[config.mk]
export PLATFORM = sky130hd
export DESIGN_NAME = tfc_cell
export DESIGN_NICKNAME = d
export VERILOG_FILES = /design/src/rtl/tfc_cell.v /design/src/rtl/tfc_coef_reg.v
export VERILOG_INCLUDE_DIRS = /design/src /design/src/rtl
export SDC_FILE = /design/constraint.sdc
export NUM_CORES = 1
export LEC_CHECK = 0
export ABC_AREA = 1
export CORE_UTILIZATION = 55
export CTS_CLUSTER_SIZE = 25
export DETAILED_ROUTE_END_ITERATION = 8
export DONT_BUFFER_PORTS = 1
export GPL_TIMING_DRIVEN = 0
export PLACE_DENSITY = 0.76
export SLEW_MARGIN = 5
export SYNTH_ARGS = -nofsm -noshare
export SYNTH_HDL_FRONTEND = slang
export SYNTH_SLANG_ARGS = --single-unit
[constraint.sdc]
create_clock -name clock_i -period 1 [get_ports clock_i]
set_input_delay 0.2 -clock clock_i [delete_from_list [all_inputs] [get_ports clock_i]]
set_output_delay 0.2 -clock clock_i [all_outputs]
set_load 0.005 [all_outputs]
[src/rtl/tfc_defines.vh]
// Purpose: constants for the three-tap cascadable filter cell
// Assumes: included by bare name from rtl files
// Notes:   widths follow the data formats of the cell
`ifndef TFC_DEFINES_VH
`define TFC_DEFINES_VH

`define TFC_DW        10
`define TFC_SW        16
`define TFC_PW        20
`define TFC_AW        23
`define TFC_LSB       6
`define TFC_RND       6'h20
`define TFC_CWE_NONE  2'h0
`define TFC_CWE_FIRST 2'h1
`define TFC_CWE_SEC   2'h2
`define TFC_CWE_THIRD 2'h3
`define TFC_DDEPTH    6
`define TFC_SDEPTH    5
`define TFC_D3_TAP    3'h2
`define TFC_D2_TAP    3'h4
`define TFC_D1_TAP    3'h6
`define TFC_S_TAP     3'h5
`define TFC_FT_STEP   3'h1

`endif

[src/rtl/tfc_cell.v]
// Purpose: three-tap transversal filter slice with cascade sum
// Assumes: inputs synchronous to clock_i, 100 MHz single clock
// Notes:   pins driven with separate output enables, no tristate
`timescale 1ns/10ps
`include "tfc_defines.vh"

// What this block does
// - output sums delayed sum-in and three products
// - select one high bypasses sum-in register
// - select one low registers sum-in
// - bypass keeps full pipelined throughput
// - inputs taken at edge, sum-in later bypassed
// - each select low inserts one delay stage
// - coefficients rewritable during filtering
// - select one low others high delays
// - write select picks target coefficient
// - coefficient and select registered then written
// - overflow flag registered, clears on next
// - half-lsb rounding, sixteen msbs out
module tfc_cell
(
  input  wire                  clock_i,
  input  wire                  rstn_i,
  input  wire                  ce_i,
  input  wire [`TFC_DW-1:0]    sample_input_i,
  input  wire [`TFC_SW-1:0]    sum_in_i,
  input  wire [`TFC_DW-1:0]    coef_input_i,
  input  wire [1:0]            coef_write_select_i,
  input  wire                  sum_in_feedthrough_sel_i,
  input  wire                  mid_feedthrough_sel_i,
  input  wire                  last_feedthrough_sel_i,
  input  wire                  out_enable_n_i,
  output reg  [`TFC_SW-1:0]    sum_out_o,
  output wire                  sum_out_oe_o,
  output reg                   sum_overflow_flag_o,
  output wire                  sum_overflow_flag_oe_o
);

  reg                          rst_s1;
  reg                          rst_s2;
  reg  [`TFC_DW-1:0]           coef_hold;
  reg  [1:0]                   cwe_hold;
  reg  signed [`TFC_DW-1:0]    dly [1:`TFC_DDEPTH];
  reg  [`TFC_SW-1:0]           sdl [1:`TFC_SDEPTH];
  wire [`TFC_DW-1:0]           coef_reg_first;
  wire [`TFC_DW-1:0]           coef_reg_second;
  wire [`TFC_DW-1:0]           coef_reg_third;
  reg  [2:0]                   tap_c2;
  reg  [2:0]                   tap_c1;
  reg  [2:0]                   tap_s;
  reg  [`TFC_SW-1:0]           next_sum_out;
  reg                          next_sum_overflow_flag;
  wire signed [`TFC_PW-1:0]    prod_first;
  wire signed [`TFC_PW-1:0]    prod_second;
  wire signed [`TFC_PW-1:0]    prod_third;
  wire signed [`TFC_AW-1:0]    sum_ext;
  wire signed [`TFC_AW-1:0]    next_total;
  wire                         next_overflow;
  integer                      k;

  // reset release through two flops
  always @(posedge clock_i or negedge rstn_i)
  begin
    if (!rstn_i)
    begin
      rst_s1 <= 1'b0;
      rst_s2 <= 1'b0;
    end
    else
    begin
      rst_s1 <= 1'b1;
      rst_s2 <= rst_s1;
    end
  end

  // select and word caught together, written one edge later
  always @(posedge clock_i or negedge rst_s2)
  begin
    if (!rst_s2)
    begin
      cwe_hold  <= `TFC_CWE_NONE;
      coef_hold <= {`TFC_DW{1'b0}};
    end
    else if (ce_i)
    begin
      cwe_hold  <= coef_write_select_i;
      coef_hold <= coef_input_i;
    end
  end

  // select 00 touches no register and ignores the bus
  tfc_coef_reg u_coef_first
  (
    .clock_i (clock_i),
    .ce_i    (ce_i),
    .load_i  (cwe_hold == `TFC_CWE_FIRST),
    .data_i  (coef_hold),
    .coef_o  (coef_reg_first)
  );

  tfc_coef_reg u_coef_second
  (
    .clock_i (clock_i),
    .ce_i    (ce_i),
    .load_i  (cwe_hold == `TFC_CWE_SEC),
    .data_i  (coef_hold),
    .coef_o  (coef_reg_second)
  );

  tfc_coef_reg u_coef_third
  (
    .clock_i (clock_i),
    .ce_i    (ce_i),
    .load_i  (cwe_hold == `TFC_CWE_THIRD),
    .data_i  (coef_hold),
    .coef_o  (coef_reg_third)
  );

  // sample and sum-in delay lines; data pipes carry no reset
  always @(posedge clock_i)
  begin
    if (ce_i)
    begin
      dly[1] <= sample_input_i;
      sdl[1] <= sum_in_i;
      for (k = 2; k <= `TFC_DDEPTH; k = k + 1)
      begin
        dly[k] <= dly[k-1];
      end
      for (k = 2; k <= `TFC_SDEPTH; k = k + 1)
      begin
        sdl[k] <= sdl[k-1];
      end
    end
  end

  // each high select removes one register from the path
  always @*
  begin
    tap_c2 = `TFC_D2_TAP;
    if (last_feedthrough_sel_i)
    begin
      tap_c2 = tap_c2 - `TFC_FT_STEP;
    end
  end

  always @*
  begin
    tap_c1 = `TFC_D1_TAP;
    if (last_feedthrough_sel_i)
    begin
      tap_c1 = tap_c1 - `TFC_FT_STEP;
    end
    if (mid_feedthrough_sel_i)
    begin
      tap_c1 = tap_c1 - `TFC_FT_STEP;
    end
  end

  // sum-in bypass takes the later sample, one stage shorter
  always @*
  begin
    tap_s = `TFC_S_TAP;
    if (sum_in_feedthrough_sel_i)
    begin
      tap_s = tap_s - `TFC_FT_STEP;
    end
    if (mid_feedthrough_sel_i)
    begin
      tap_s = tap_s - `TFC_FT_STEP;
    end
    if (last_feedthrough_sel_i)
    begin
      tap_s = tap_s - `TFC_FT_STEP;
    end
  end

  assign prod_third  = dly[`TFC_D3_TAP] * $signed(coef_reg_third);
  assign prod_second = dly[tap_c2] * $signed(coef_reg_second);
  assign prod_first  = dly[tap_c1] * $signed(coef_reg_first);

  // half-lsb rounding below the sum-in word
  assign sum_ext = {sdl[tap_s][`TFC_SW-1], sdl[tap_s], `TFC_RND};

  assign next_total = sum_ext
                    + {{(`TFC_AW-`TFC_PW){prod_first[`TFC_PW-1]}},
                       prod_first}
                    + {{(`TFC_AW-`TFC_PW){prod_second[`TFC_PW-1]}},
                       prod_second}
                    + {{(`TFC_AW-`TFC_PW){prod_third[`TFC_PW-1]}},
                       prod_third};

  // result no longer fits the 22-bit signed field
  assign next_overflow = next_total[`TFC_AW-1]
                         ^ next_total[`TFC_AW-2];

  // hold last result while frozen
  always @*
  begin
    next_sum_out           = sum_out_o;
    next_sum_overflow_flag = sum_overflow_flag_o;
    if (ce_i)
    begin
      next_sum_out           = next_total[`TFC_AW-2:`TFC_LSB];
      next_sum_overflow_flag = next_overflow;
    end
  end

  always @(posedge clock_i or negedge rst_s2)
  begin
    if (!rst_s2)
    begin
      sum_out_o           <= {`TFC_SW{1'b0}};
      sum_overflow_flag_o <= 1'b0;
    end
    else
    begin
      sum_out_o           <= next_sum_out;
      sum_overflow_flag_o <= next_sum_overflow_flag;
    end
  end

  // enables are combinational so disable takes effect at once
  assign sum_out_oe_o           = ~out_enable_n_i;
  assign sum_overflow_flag_oe_o = ~out_enable_n_i;

endmodule

[src/rtl/tfc_coef_reg.v]
// Purpose: one loadable coefficient register
// Assumes: single clock, clock enable freezes contents
// Notes:   no reset, contents undefined until loaded
`timescale 1ns/10ps
`include "tfc_defines.vh"

module tfc_coef_reg
(
  input  wire                  clock_i,
  input  wire                  ce_i,
  input  wire                  load_i,
  input  wire [`TFC_DW-1:0]    data_i,
  output reg  [`TFC_DW-1:0]    coef_o
);

  // coefficients are never cleared by the cell itself
  always @(posedge clock_i)
  begin
    if (ce_i && load_i)
    begin
      coef_o <= data_i;
    end
  end

endmodule

==> impl_metrics.yaml <==
run_status:
  status: "finished with violations"
  violations: "hold timing, setup timing"
worst_setup_path:
  cp_data_required_time_ps: 1430
  start_kind: "register"
  cp.arrival_ps: 9730
  crit_path_frequent_cell: "fa_1"
  critical_path_class: "register to register"
  cp-startpoint: "dly[3][2]$_DFFE_PP_"
  r2r_start: "dly[3][2]$_DFFE_PP_"
  worst_path_max_delay_cell: "fa_2"
  crit_fanout: 5
  max_stage_delay_ps: 590
  reg2reg_slack_ps: -8300
  end_kind: "register"
  reg2reg_to: "sum_overflow_flag_o$_DFFE_PN0P_"
  ff2ff_path_depth: 41
place:
  place_congestion: 0.953
  dpl.hpwl_um: 41400
  portBuffers: 0
  dpl_cell_area_um2: 22700
cells_and_area:
  post-route-util: 0.676
  multiInputGateArea_um2: 14700
  areaGrowthSynthToFinish_pct: 20.9
  finalInstanceArea_um2: 25500
  drive_gt1_frac: 0.196
  register_area_um2: 5880
  fillCellCount: 2742
  nets: 2870
  antennaDiodeCount: 0
routing:
  vias_per_cell: 5.36
  antenna_left: 0
  vias: 15300
  drc: 0
  routedWlPerCell_um: 18.8
  dr.first_iter.drc_count: 1434
  finalWirelength_um: 53600
  dr.pass1.iters: 6
sta:
  slew_viol_final: 0
  final.min_clock_period_ps: 9300
  period_share: 9.30
  relSlewSlack: 0.202
  fmax_ghz: 0.108
  hold_viol_final: 116
  finalSetupViolCount: 64
  grt_setup_unrepaired: "true"
  tightest_slew_ps: 1180
  fin_worst_skew_ps: 13.7
  setup_slack_ps: -8300
  hold_ws_ps: -213
floorplan:
  chipHeight_um: 198
  ios: 64
  start_util: 0.559
  dieArea_um2: 39200
  coreArea_um2: 37800
  die_w_um: 198
  rows: 71
yosys:
  synthMuxAreaShare: 0
  synth_seq_area_share: 0.278
  synth_top_family_by_area: "adder cells"
  avgSynthCellArea_um2: 9.67
  synthFlopType: "edfxtp_1"
  syn-num-nets: 2727
  synth_xor_area_frac: 0.0257
  synth_seq_cells: 201
  synthCells: 2184
  synth-edff-count: 170
  synth-simple-area-share: 0.127
  synth_top_area_share: 0.319
  yosysMostFrequentCell: "inv_1"
  yosysUniqueCellTypes: 45
  async_reset_ff_frac: 0.154
  synthTopCellsByArea: "fa_1, edfxtp_1, ha_1"
  yosys_warnings: 0
  yosys.area.top_type: "fa_1"
  netlist_area_um2: 21100
  synthAdderAreaFrac: 0.415
  ys_top_cells_by_count: "inv_1, nand2_1, fa_1"
  synth_compound_area_frac: 0.0459
grt:
  overflow: 0
  grt_pass1_vias: 16200
  antenna_found_initial: 1
  grt_use_met3: 0.0339
  grt_usage: 0.285
  grt-busiest-layer: "met2"
  grt_pass1_wl_um: 85200
  met2_usage: 0.473
  met1_usage: 0.386
  grt_max_degree: 146
worst_hold_path:
  hold_class: "input port to register"
  hold_end: "sdl[1][11]$_DFFE_PP_"
  hold_path_depth: 0
  hp-start: "ce_i"
clock_network:
  clock_latency_ps: 550
  hold_buffers: 42
  clk_path_buf_depth: 3
  clock_sinks: 201
  clk_pin_slew_ps: 70
  htreeDepth: 1
  numCtsBuffers: 22
  cts_root_buf: "clkbuf_16"
  cts_tree: "built"
flow_run:
  cap_violations: 0
==> sequential cells by signal, indices dropped and copies added (netlist names) <==
name / flops
dly: 60
coef_hold: 10
sum_overflow_flag_o: 1
sum_out_o: 16
rst_s1: 1
u_coef_first.coef_o: 10
u_coef_third.coef_o: 10
u_coef_second.coef_o: 10
sdl: 80
cwe_hold: 2
rst_s2: 1
==> area by class of cell <==
type                       count  share of cell area
inverter                     541              0.0818
buffer                        50              0.0139
multi-input combinational   1389               0.575
clock inverter                16             0.00750
timing repair buffer         122              0.0444
tap                          511              0.0250
sequential                   201               0.230
clock buffer                  24              0.0219
==> cells by family (layout without fill, tap and decap cells) <==
kind of cell / count (synthesis) / count (layout)
simple gates: 655 / 655
flops: 201 / 201
xor+xnor: 62 / 62
other cells: 1 / 1
fa+ha+maj: 498 / 498
buf+inv: 594 / 753
compound gates: 173 / 173
==> what timing repair did <==
item	in CTS	in global routing
endpoints found under the hold margin	188	142
setup endpoints to repair	93	64
gates resized for setup	156	87
buffers inserted	60	20
pin swaps	76	81
==> stage by stage <==
| stage | std cells | TNS [ps] | hold slack [ps] | setup WS, ps |
|---|---|---|---|---|
| after global routing | 2854 | -142330 | -226 | -8570 |
| final | 2854 | -137700 | -213 | -8300 |
| after global placement | 2695 | -150260 | -95.5 | -8410 |
| after floorplan | 2184 | -123650 | -95.6 | -7460 |
| after CTS | 2836 | -135570 | -237 | -8160 |
| after detailed placement | 2695 | -154460 | -95.6 | -8470 |
==> layout by cell type (no fill, tap or decap), drive strengths merged, types with 9 or more instances in the layout <==
cell type,n
xor2,25
xnor2,37
clkbuf,51
dlygate4sd3,42
nor3,11
inv,541
o22ai,10
nand2,413
buf,102
or2,20
fa,337
clkinv,11
o21ai,86
nor2,143
nand3,58
dfrtp,31
ha,161
edfxtp,170
a21oi,51
a31oi,9
==> worst max path at each step <==
stage / end / slack, ps / cells after the start
floorplan: sum_overflow_flag_o$_DFFE_PN0P_ / -7460 / 38
global placement: sum_overflow_flag_o$_DFFE_PN0P_ / -8410 / 40
detailed placement: sum_overflow_flag_o$_DFFE_PN0P_ / -8470 / 39
CTS: sum_overflow_flag_o$_DFFE_PN0P_ / -8160 / 38
global route: sum_overflow_flag_o$_DFFE_PN0P_ / -8570 / 39
finish: sum_overflow_flag_o$_DFFE_PN0P_ / -8300 / 41
==> worst max-delay path, delay by kind of cell (launching register included) <==
family	cells	cell delay (ps)
simple gates	15	1680
buf+inv	9	640
flops	1	450
xor+xnor	1	190
compound gates	3	450
fa+ha+maj	13	5740
==> per-layer routing <==
metal | up-vias | routed length, µm
met5 | - | 0
met4 | 0 | 2230
met3 | 119 | 3860
met2 | 605 | 26100
met1 | 7657 | 21400
li1 | 6907 | -
Power is not shown: default switching activity piles up to over one toggle a cycle in this logic, so the estimate is an artifact.
